--- src/inc/dtp_pkg.sv ---
package dtp_pkg;
   localparam int         DTP_AW = 4;
   localparam int         DTP_DW = 16;
   localparam int         DTP_PW = 5;
   // register offsets on the plain register port
   localparam logic [3:0] DTP_OFS_PRESC  = 4'h0;
   localparam logic [3:0] DTP_OFS_CLKSEL = 4'h1;
   localparam logic [3:0] DTP_OFS_CNT1   = 4'h2;
   localparam logic [3:0] DTP_OFS_CNT2   = 4'h3;
   localparam logic [3:0] DTP_OFS_RCA    = 4'h4;
   localparam logic [3:0] DTP_OFS_RCB    = 4'h5;
   localparam logic [3:0] DTP_OFS_MODE   = 4'h6;
   localparam logic [3:0] DTP_OFS_IEN    = 4'h7;
   localparam logic [3:0] DTP_OFS_PEND   = 4'h8;
   localparam logic [3:0] DTP_OFS_ICLR   = 4'h9;
   // field positions
   localparam int         DTP_SEL1_LSB   = 0;
   localparam int         DTP_SEL2_LSB   = 2;
   localparam int         DTP_MODE_CAP   = 0;
   localparam int         DTP_MODE_ACT   = 1;
   localparam int         DTP_MODE_RISE  = 2;
   localparam int         DTP_MODE_INIT  = 3;
   localparam int         DTP_IRQ_A      = 0;
   localparam int         DTP_IRQ_B      = 1;
   localparam int         DTP_IRQ_C      = 2;
   localparam int         DTP_IRQ_D      = 3;
   // reset and preset values
   localparam logic [4:0]  DTP_PRESC_RST = 5'h00;
   localparam logic [15:0] DTP_WORD_RST  = 16'h0000;
   localparam logic [15:0] DTP_PRESET    = 16'hffff;
   localparam logic [3:0]  DTP_FLAG_RST  = 4'h0;
   // slow clock may run at most one quarter of mclk
   localparam int          DTP_SLOW_DIV  = 4;

   typedef enum logic [1:0] {
      DTP_SEL_NONE  = 2'b00,
      DTP_SEL_PRESC = 2'b01,
      DTP_SEL_SLOW  = 2'b10
   } dtp_clksel_t;

   typedef enum logic {
      DTP_MODE_PWM  = 1'b0,
      DTP_MODE_CAPT = 1'b1
   } dtp_mode_t;

   function automatic logic dtp_sel_tick(input logic [1:0] sel,
                                         input logic       presc,
                                         input logic       slow);
      logic t;
      t = 1'b0;
      if (sel == DTP_SEL_PRESC)
         t = presc;
      else if (sel == DTP_SEL_SLOW)
         t = slow;
      return t;
   endfunction
endpackage

--- src/inc/dtp_clk_if.sv ---
`timescale 1ns/1ps
interface dtp_clk_if;
   logic [4:0] divisor;
   logic       presc_tick;
   logic       slow_tick;
   modport src (input divisor, output presc_tick, output slow_tick);
   modport snk (output divisor, input presc_tick, input slow_tick);
endinterface

--- src/hw/dtp_timer.sv ---
// Decided for this implementation: strobed register access and the address map.
`timescale 1ns/1ps
module dtp_timer (
   input  wire logic        mclk,
   input  wire logic        rst_n,
   input  wire logic [3:0]  reg_addr,
   input  wire logic [15:0] reg_wdata,
   input  wire logic        reg_wr,
   input  wire logic        reg_rd,
   output wire logic [15:0] reg_rdata,
   input  wire logic        slow_clk,
   input  wire logic        timer_io_pin_i,
   output wire logic        timer_io_pin_o,
   output wire logic        timer_io_pin_oe,
   output wire logic        irq_timer1,
   output wire logic        irq_timer2
);
   dtp_clk_if ck ();

   dtp_clk_src u_clk_src (
      .mclk     (mclk),
      .rst_n    (rst_n),
      .slow_clk (slow_clk),
      .ck       (ck.src)
   );

   function automatic logic hit(input logic       stb,
                                input logic [3:0] a,
                                input logic [3:0] ofs);
      return stb && (a == ofs);
   endfunction

   logic [4:0]           presc_div_q;
   logic [4:0]           presc_div_d;
   dtp_pkg::dtp_clksel_t sel1_q;
   dtp_pkg::dtp_clksel_t sel1_d;
   dtp_pkg::dtp_clksel_t sel2_q;
   dtp_pkg::dtp_clksel_t sel2_d;
   dtp_pkg::dtp_mode_t   mode_q;
   dtp_pkg::dtp_mode_t   mode_d;
   logic                 act_en_q;
   logic                 act_en_d;
   logic                 rise_q;
   logic                 rise_d;
   logic                 init_q;
   logic                 init_d;
   logic [3:0]           ien_q;
   logic [3:0]           ien_d;
   logic [15:0]          cnt1_q;
   logic [15:0]          cnt1_d;
   logic [15:0]          cnt2_q;
   logic [15:0]          cnt2_d;
   logic [15:0]          rca_q;
   logic [15:0]          rca_d;
   logic [15:0]          rcb_q;
   logic [15:0]          rcb_d;
   logic                 next_b_q;
   logic                 next_b_d;
   logic [3:0]           pend_q;
   logic [3:0]           pend_d;
   logic                 pin_q;
   logic                 pin_d;
   logic                 pin_oe_q;
   logic                 pin_oe_d;
   logic                 pin_prev_q;
   logic                 irq1_q;
   logic                 irq1_d;
   logic                 irq2_q;
   logic                 irq2_d;
   logic [15:0]          rdata_q;
   logic [15:0]          rdata_d;

   logic                 tick1;
   logic                 tick2;
   logic                 uf1;
   logic                 uf2;
   logic                 pwm;
   logic                 toggling;
   logic                 cap_edge;
   logic [3:0]           set;
   logic [3:0]           clr;

   assign ck.divisor = presc_div_q;

   // event decode
   always_comb
   begin
      pwm      = (mode_q == dtp_pkg::DTP_MODE_PWM);
      // counters advance only on their own selected tick
      tick1    = dtp_pkg::dtp_sel_tick(sel1_q, ck.presc_tick,
                                       ck.slow_tick);
      tick2    = dtp_pkg::dtp_sel_tick(sel2_q, ck.presc_tick,
                                       ck.slow_tick);
      uf1      = tick1 && (cnt1_q == dtp_pkg::DTP_WORD_RST);
      uf2      = tick2 && (cnt2_q == dtp_pkg::DTP_WORD_RST);
      toggling = pwm && act_en_q && (sel1_q != dtp_pkg::DTP_SEL_NONE);
      // edge polarity chosen by software
      cap_edge = !pwm && (rise_q ? (timer_io_pin_i && !pin_prev_q)
                                 : (!timer_io_pin_i && pin_prev_q));
      set      = 4'h0;
      set[dtp_pkg::DTP_IRQ_A] = pwm ? (uf1 && !next_b_q)
                                    : cap_edge;
      set[dtp_pkg::DTP_IRQ_B] = pwm && uf1 && next_b_q;
      set[dtp_pkg::DTP_IRQ_C] = !pwm && uf1;
      set[dtp_pkg::DTP_IRQ_D] = uf2;
      clr = hit(reg_wr, reg_addr, dtp_pkg::DTP_OFS_ICLR) ?
            reg_wdata[3:0] : 4'h0;
   end

   // control registers written by software
   always_comb
   begin
      presc_div_d = presc_div_q;
      sel1_d      = sel1_q;
      sel2_d      = sel2_q;
      mode_d      = mode_q;
      act_en_d    = act_en_q;
      rise_d      = rise_q;
      init_d      = init_q;
      ien_d       = ien_q;
      if (hit(reg_wr, reg_addr, dtp_pkg::DTP_OFS_PRESC))
         presc_div_d = reg_wdata[4:0];
      if (hit(reg_wr, reg_addr, dtp_pkg::DTP_OFS_CLKSEL))
      begin
         sel1_d = dtp_pkg::dtp_clksel_t'(
                     reg_wdata[dtp_pkg::DTP_SEL1_LSB +: 2]);
         sel2_d = dtp_pkg::dtp_clksel_t'(
                     reg_wdata[dtp_pkg::DTP_SEL2_LSB +: 2]);
      end
      if (hit(reg_wr, reg_addr, dtp_pkg::DTP_OFS_MODE))
      begin
         mode_d   = dtp_pkg::dtp_mode_t'(reg_wdata[dtp_pkg::DTP_MODE_CAP]);
         act_en_d = reg_wdata[dtp_pkg::DTP_MODE_ACT];
         rise_d   = reg_wdata[dtp_pkg::DTP_MODE_RISE];
         init_d   = reg_wdata[dtp_pkg::DTP_MODE_INIT];
      end
      if (hit(reg_wr, reg_addr, dtp_pkg::DTP_OFS_IEN))
         ien_d = reg_wdata[3:0];
   end

   always_ff @(posedge mclk)
   begin
      if (!rst_n)
      begin
         presc_div_q <= dtp_pkg::DTP_PRESC_RST;
         sel1_q      <= dtp_pkg::DTP_SEL_NONE;
         sel2_q      <= dtp_pkg::DTP_SEL_NONE;
         mode_q      <= dtp_pkg::DTP_MODE_PWM;
         act_en_q    <= 1'b0;
         rise_q      <= 1'b0;
         init_q      <= 1'b0;
         ien_q       <= dtp_pkg::DTP_FLAG_RST;
      end
      else
      begin
         presc_div_q <= presc_div_d;
         sel1_q      <= sel1_d;
         sel2_q      <= sel2_d;
         mode_q      <= mode_d;
         act_en_q    <= act_en_d;
         rise_q      <= rise_d;
         init_q      <= init_d;
         ien_q       <= ien_d;
      end
   end

   // counters and reload or capture registers; state holds between
   // ticks, so a stopped mclk simply freezes it
   always_comb
   begin
      cnt1_d   = cnt1_q;
      cnt2_d   = cnt2_q;
      rca_d    = rca_q;
      rcb_d    = rcb_q;
      next_b_d = next_b_q;
      if (hit(reg_wr, reg_addr, dtp_pkg::DTP_OFS_CNT1))
         cnt1_d = reg_wdata;
      if (hit(reg_wr, reg_addr, dtp_pkg::DTP_OFS_CNT2))
         cnt2_d = reg_wdata;
      if (hit(reg_wr, reg_addr, dtp_pkg::DTP_OFS_RCA))
         rca_d = reg_wdata;
      if (hit(reg_wr, reg_addr, dtp_pkg::DTP_OFS_RCB))
         rcb_d = reg_wdata;
      if (tick1)
         cnt1_d = cnt1_q - 16'h0001;
      if (pwm && uf1)
      begin
         cnt1_d   = next_b_q ? rcb_q : rca_q;
         next_b_d = !next_b_q;
      end
      if (!pwm || sel1_q == dtp_pkg::DTP_SEL_NONE)
         next_b_d = 1'b0;
      if (cap_edge)
      begin
         rca_d = cnt1_q;
         if (act_en_q)
            cnt1_d = dtp_pkg::DTP_PRESET;
      end
      if (tick2)
         cnt2_d = cnt2_q - 16'h0001;
   end

   always_ff @(posedge mclk)
   begin
      if (!rst_n)
      begin
         cnt1_q   <= dtp_pkg::DTP_WORD_RST;
         cnt2_q   <= dtp_pkg::DTP_WORD_RST;
         rca_q    <= dtp_pkg::DTP_WORD_RST;
         rcb_q    <= dtp_pkg::DTP_WORD_RST;
         next_b_q <= 1'b0;
      end
      else
      begin
         cnt1_q   <= cnt1_d;
         cnt2_q   <= cnt2_d;
         rca_q    <= rca_d;
         rcb_q    <= rcb_d;
         next_b_q <= next_b_d;
      end
   end

   // pending flags, interrupt lines and pin
   always_comb
   begin
      pend_d   = (pend_q & ~clr) | set;
      irq1_d   = |(pend_d[2:0] & ien_d[2:0]);
      irq2_d   = pend_d[dtp_pkg::DTP_IRQ_D] &
                 ien_d[dtp_pkg::DTP_IRQ_D];
      pin_oe_d = pwm && act_en_q;
      pin_d    = pin_q;
      if (!toggling)
         pin_d = init_q;
      else if (uf1)
         pin_d = !pin_q;
   end

   always_ff @(posedge mclk)
   begin
      if (!rst_n)
      begin
         pend_q     <= dtp_pkg::DTP_FLAG_RST;
         irq1_q     <= 1'b0;
         irq2_q     <= 1'b0;
         pin_q      <= 1'b0;
         pin_oe_q   <= 1'b0;
         pin_prev_q <= 1'b0;
      end
      else
      begin
         pend_q     <= pend_d;
         irq1_q     <= irq1_d;
         irq2_q     <= irq2_d;
         pin_q      <= pin_d;
         pin_oe_q   <= pin_oe_d;
         pin_prev_q <= timer_io_pin_i;
      end
   end

   // read port, data one cycle after the strobe
   always_comb
   begin
      rdata_d = 16'h0000;
      if (reg_rd)
      begin
         unique case (reg_addr)
            dtp_pkg::DTP_OFS_PRESC:  rdata_d = {11'h000, presc_div_q};
            dtp_pkg::DTP_OFS_CLKSEL: rdata_d = {12'h000, sel2_q, sel1_q};
            dtp_pkg::DTP_OFS_CNT1:   rdata_d = cnt1_q;
            dtp_pkg::DTP_OFS_CNT2:   rdata_d = cnt2_q;
            dtp_pkg::DTP_OFS_RCA:    rdata_d = rca_q;
            dtp_pkg::DTP_OFS_RCB:    rdata_d = rcb_q;
            dtp_pkg::DTP_OFS_MODE:
               rdata_d = {12'h000, init_q, rise_q, act_en_q, mode_q};
            dtp_pkg::DTP_OFS_IEN:    rdata_d = {12'h000, ien_q};
            dtp_pkg::DTP_OFS_PEND:   rdata_d = {12'h000, pend_q};
            default:                 rdata_d = 16'h0000;
         endcase
      end
   end

   always_ff @(posedge mclk)
   begin
      if (!rst_n)
         rdata_q <= 16'h0000;
      else
         rdata_q <= rdata_d;
   end

   assign reg_rdata       = rdata_q;
   assign timer_io_pin_o  = pin_q;
   assign timer_io_pin_oe = pin_oe_q;
   assign irq_timer1      = irq1_q;
   assign irq_timer2      = irq2_q;
endmodule // dtp_timer

--- src/hw/dtp_clk_src.sv ---
`timescale 1ns/1ps
module dtp_clk_src (
   input  wire logic mclk,
   input  wire logic rst_n,
   input  wire logic slow_clk,
   dtp_clk_if.src    ck
);
   logic [4:0] pcnt_q;
   logic [4:0] pcnt_d;
   logic       ptick_q;
   logic       ptick_d;
   logic       s1_q;
   logic       s2_q;
   logic       s3_q;
   logic       stick_q;
   logic       stick_d;

   always_comb
   begin
      // divide by divisor plus one
      ptick_d = (pcnt_q == 5'h00);
      pcnt_d  = ptick_d ? ck.divisor : pcnt_q - 5'h01;
      // one pulse per slow rising edge
      stick_d = s2_q & ~s3_q;
   end

   always_ff @(posedge mclk)
   begin
      if (!rst_n)
      begin
         pcnt_q  <= dtp_pkg::DTP_PRESC_RST;
         ptick_q <= 1'b0;
         s1_q    <= 1'b0;
         s2_q    <= 1'b0;
         s3_q    <= 1'b0;
         stick_q <= 1'b0;
      end
      else
      begin
         pcnt_q  <= pcnt_d;
         ptick_q <= ptick_d;
         s1_q    <= slow_clk;
         s2_q    <= s1_q;
         s3_q    <= s2_q;
         stick_q <= stick_d;
      end
   end

   assign ck.presc_tick = ptick_q;
   assign ck.slow_tick  = stick_q;
endmodule // dtp_clk_src

--- config.mk ---
export PLATFORM = sky130hd
export DESIGN_NAME = dtp_timer
export DESIGN_NICKNAME = d
export VERILOG_FILES = /design/src/inc/dtp_pkg.sv /design/src/inc/dtp_clk_if.sv /design/src/hw/dtp_timer.sv /design/src/hw/dtp_clk_src.sv
export SDC_FILE = /design/constraint.sdc
export NUM_CORES = 1
export LEC_CHECK = 0
export BUFFER_PORTS_ARGS = -buffer_cell sky130_fd_sc_hd__buf_2
export CAP_MARGIN = 10
export CORE_UTILIZATION = 45
export CTS_CLUSTER_SIZE = 20
export DETAILED_ROUTE_END_ITERATION = 12
export PLACE_DENSITY = 0.61
export SLEW_MARGIN = 30
export SYNTH_ARGS = -nofsm -noshare
export SYNTH_HDL_FRONTEND = slang
export SYNTH_SLANG_ARGS = --single-unit
--- constraint.sdc ---
create_clock -name mclk -period 1.9 [get_ports mclk]
set_input_delay 0.285 -clock mclk [delete_from_list [all_inputs] [get_ports mclk]]
set_output_delay 0.285 -clock mclk [all_outputs]
set_load 0.005 [all_outputs]
Word level (Yosys, flattened, before mapping) --
Cells that the tools add are included. W data, S select, Z words.
Cells by class: add/sub/neg operators 3, equal/unequal tests 14, multiplexer cells 22, bitwise logic cells 9, reduce and logical (&&, ||, !) cells 36
Operators by type and width (number):
- $mux W16 | 10
- $pmux W16 S9 | 1
- $logic_not A16 Y1 | 2
- $sub A16 B1 Y16 const B | 2
- $logic_and A1 B1 Y1 | 20
- $eq A4 B3 Y1 const B | 4
- $eq A4 B2 Y1 const B | 2
- $eq A4 B4 Y1 const B | 2
- $mux W1 | 8
- $mux W4 | 2
- $reduce_bool A2 Y1 | 3
- $logic_not A5 Y1 | 1
- $mux W5 | 1
- $sub A5 B1 Y5 const B | 1
- $and A4 B4 Y4 | 1
- $eq A2 B1 Y1 const B | 2
- $eq A2 B2 Y1 const B | 2
- $eq A4 B1 Y1 const B | 1
- $logic_not A1 Y1 | 4
- $logic_not A4 Y1 | 1
- $not A4 Y4 | 1
- $or A4 B4 Y4 | 1
- $and A3 B3 Y3 | 1
- $not A1 Y1 | 3
- 7 further kinds | 8
Storage, ports and cells: bits in registers 117, input bits 26

Longest topological paths before layout --
depth after elaboration 9, gate-level depth with buffers 10, mapped depth without buffers 7

Hierarchy --
A second synthesis with hierarchy kept.
Unflattened totals: cell total of the unflattened synthesis 721, area, all modules 6018.3 um2
Modules (own cells, without submodules):
- dtp_timer | instances 1, cells each 685, area each 5660.4 um2
- dtp_clk_src | instances 1, cells each 36, area each 357.8 um2

Least setup slack after synthesis --
OpenSTA, ideal clock, no wires.
path kind register to register, from register cnt1_q[6], to register cnt1_q[5], library setup time 0.070 ns, arrival 1.871 ns, path slack -0.041 ns, cell stages (with the launch flop) 10, buffers on the path 4, period minus slack after synthesis 1.941 ns, cell sequence dfxtp_1 buf_6 nor4_4 nand4_2 or3_1 buf_6 and2_4 buf_6 buf_8 a21oi_1
Between the ends: word-level cells in the longest chain between the ends 6
RTL lines:
- start, declared | line dtp_timer.sv:49 | logic [15:0] cnt1_q;
- start signal, assigned | line dtp_timer.sv:207 | cnt1_q <= dtp_pkg::DTP_WORD_RST;
- start signal, assigned | line dtp_timer.sv:215 | cnt1_q <= cnt1_d;
- $logic_not A16 Y1 * | line dtp_timer.sv:94 | uf1 = tick1 && (cnt1_q == dtp_pkg::DTP_WORD_RST);
- $logic_and A1 B1 Y1 * | line dtp_timer.sv:94
- $logic_and A1 B1 Y1 * | line dtp_timer.sv:186 | if (pwm && uf1)
- $mux W16 * | line dtp_timer.sv:186
- $mux W16 | line dtp_timer.sv:196 | if (act_en_q)
- $mux W16 * | line dtp_timer.sv:193 | if (cap_edge)
Mark *: on every way between the ends. The rest lies on a longest branch, timed or not. A chain may end at the register's enable or synchronous reset.

Worst setup path after layout --
from register cnt2_q[3], to register cnt2_q[11]
Between the ends: word-level cells in the longest chain between the ends 2
RTL lines:
- start, declared | line dtp_timer.sv:51 | logic [15:0] cnt2_q;
- start signal, assigned | line dtp_timer.sv:208 | cnt2_q <= dtp_pkg::DTP_WORD_RST;
- start signal, assigned | line dtp_timer.sv:216 | cnt2_q <= cnt2_d;
- $sub A16 B1 Y16 | line dtp_timer.sv:200 | cnt2_d = cnt2_q - 16'h0001;
- $mux W16 | line dtp_timer.sv:199 | if (tick2)
Every way passes these cells.

==> results.txt <==
Delay-heaviest family, CP = simple AND/OR/NAND/NOR gates
Actual slew at the worst max-slew pin = 0.445 ns
Logic pwr share = 10.9%
Power density over cell area = 925 nW/um^2
Vias in the first global route = 5599
Req. time, crit path = 2.26 ns
Die width = 117 um
Pre-antenna DRT Iters = 5
NumNets Final = 837
Commonest non-fill, non-tap cells in the layout = dfxtp_1 (114), nand2_1 (93), buf_4 (86)
Area leader, netlist = dfxtp_1
Flops & latches, synth = 117
Initial drt markers = 912
Finished Core Util = 59.1%
Post-Syn Nets = 740
Max cap viols = 0
WP data arrival = 2.24 ns
Pin count of the biggest net entering global routing = 51
Drt drc = 0
Worst path max stage delay = 0.59 ns
Die height = 117 um
Storage cell area = 2350 um^2
Detailed Place HPWL = 14500 um
Via density = 6.13
# clock sinks = 117
Antenna Nets Post-Route = 0
Final Max Tran Viols = 0
CP bufs+invs = 0
Crit Path Max Fanout = 5
Register share of total power = 37.4%
Crit path time final = 1.88 ns
FP Rows = 41
I/O Buffers = 45
RSZ-0062 raised after global routing = true
Initial antenna violation count = 0
Vias = 6076
CTS Buf Count = 17
Share of the synthesized area in the top cell type = 39.3%
Filler cells = 1170
Num ports = 46
Post-route setup TNS = 0 ns
Number of distinct library cells after synthesis = 74
CTS tree = done
Slew margin rel. = 70.3%
Crit path cell chain = or4_4 -> nor3_4 -> nand3_2 -> or3_1 -> a31oi_1
Clock Power Share = 51.6%
Die Footprint = 13700 um^2
Kind of end point of the critical path = flip-flop
Setup Skew = 0.00652 ns
Cell-internal power = 5320 uW
Ys async rst share = 0%
Commonest non-fill, non-tap cell in the layout = dfxtp_1
CTS clk-pin slew, worst paths = 0.05 ns
Clock Tree Buf Depth = 2
Antenna diode count = 0
Worst setup path class = reg2reg
Final hold vios = 0
Crit start category = flip-flop
Hold_ws = 0.0785 ns
H-tree depth = 4
Global route total overflow = 0
Synth warn = 0
Final setup vio count = 0
Post-synth top flop = dfxtp_1
Layout cells sized above 1 = 26.9%
Mapped Avg Cell Area = 8.40 um^2
Worst-Skew Late Latency = 0.43 ns
Mapped Area = 5960 um^2
Hold Path Class = in2reg
Fmax = 532 MHz
Root Buffer = clkbuf_16
Slowest stage cell, crit path = or4_4
Switching Fraction = 23.8%
Synthesized instance count = 709
Status = finished clean
Initial Util = 46.6%
Leak = 0.00295 uW
Post-CTS Hold Buffers = 0
Area of the multi-input gates = 3390 um^2
Sequential-to-total area share from yosys stat = 39.3%
VDD IR-drop max = 0.000620 V
Post-synth EDFFs = 0
Ranking of synthesized cells by area = dfxtp_1 (39%), nand2_1 (5.9%), a21oi_1 (4.9%)
Tcrit/Tclk final = 98.9%
Core area = 12800 um^2
WL/cell = 20.1 um
Sw Pwr = 1660 uW
First-pass GRT wire length = 31000 um
DRT Wirelength = 19900 um
Total GRT Usage = 30.7%
Area grow syn2layout = 26.7%
RD Place Congestion = 0.948
cells by family after synthesis:
group                      share of synthesized area [%]
muxes                                               8.68
buffers and inverters                               4.83
DFF                                                 39.3
adders and majority gates                           1.05
and+or+nand+nor                                     22.8
xor gates and xnor gates                           0.588
AOI/OAI and AO/OA                                   22.8
flip-flops by register name (all words and copies together) (netlist names), 2 cells and up:
register          count
sel2_q                2
ck.divisor            5
cnt1_q               16
cnt2_q               16
ien_q                 4
rca_q                16
u_clk_src.pcnt_q      5
reg_rdata            16
rcb_q                16
pend_q                4
sel1_q                2
worst register-to-register path: cells and delay by family, from the launching register on:
family | cells | cell delay [ns]
AND/OR/NAND/NOR | 4 | 1.36
AO/OA/AOI/OAI | 1 | 0.15
flip-flops | 1 | 0.31
layout make-up:
type                            count  area share [%]
Clock buffer                       24            6.52
Timing Repair Buffer              132            11.8
Clock inverter                      8            2.24
Sequential cell                   117            31.1
Tap cell                          172            2.85
Inverter                           12           0.597
Multi-Input combinational cell    526            44.9
synth_stat cells (9+ instances only):
cell type	instances
clkbuf_1	39
o211ai_1	12
a222oi_1	15
or3_1	9
a311oi_1	17
nor3_1	19
nand2_1	93
a21oi_1	58
nand3_1	26
mux2i_1	19
mux2_2	23
dfxtp_1	117
nor2_1	62
a31oi_1	10
inv_1	11
o21ai_0	29
path summary, 6_finish.rpt:
kind / to / from / cells after the start / slack (ns)
hold reg to reg: u_clk_src.ck.slow_tick / u_clk_src.s3_q / 1 / 0.38
setup / recovery: cnt2_q[11] / cnt2_q[3] / 5 / 0.02
hold / removal: u_clk_src.s1_q / slow_clk / 2 / 0.08
setup reg to reg: cnt2_q[11] / cnt2_q[3] / 5 / 0.02
repair_timing:
action                     CTS  global route
pin swaps                    0            10
setup endpoints to repair   13            19
buffers inserted             0             5
gates resized for setup      2            14
routing by layer:
layer,GRT usage (%),part of all wire (%),vias to the layer above
met3,6.95,9.0,37
met2,46.2,44,305
met1,42.9,45,2904
met5,0,0,-
li1,-,-,2830
met4,11.3,1.8,0
power by group through the flow:
| stage | Sequential, uW | Clock (uW) | Combinational [uW] |
|---|---|---|---|
| floorplan | 2640 | 0 | 477 |
| global placement | 2660 | 0 | 716 |
| detailed placement | 2660 | 0 | 729 |
| CTS | 2610 | 3630 | 740 |
| global route | 2620 | 3760 | 837 |
| finish | 2610 | 3600 | 762 |
per-stage QoR:
| step | total power [uW] | setup slack (ns) | cells | cell area [um^2] |
|---|---|---|---|---|
| 2_1_floorplan | 3120 | 0.0174 | 709 | 5960 |
| 3_3_place_gp | 3370 | -0.0152 | 954 | 6800 |
| 3_5_place_dp | 3390 | -0.0989 | 954 | 6800 |
| 4_1_cts | 6980 | -0.0237 | 986 | 7460 |
| 5_1_grt | 7220 | -0.0419 | 991 | 7550 |
| 6_report | 6980 | 0.0200 | 991 | 7550 |
No activity file was read; power rests on OpenSTA's default activity.
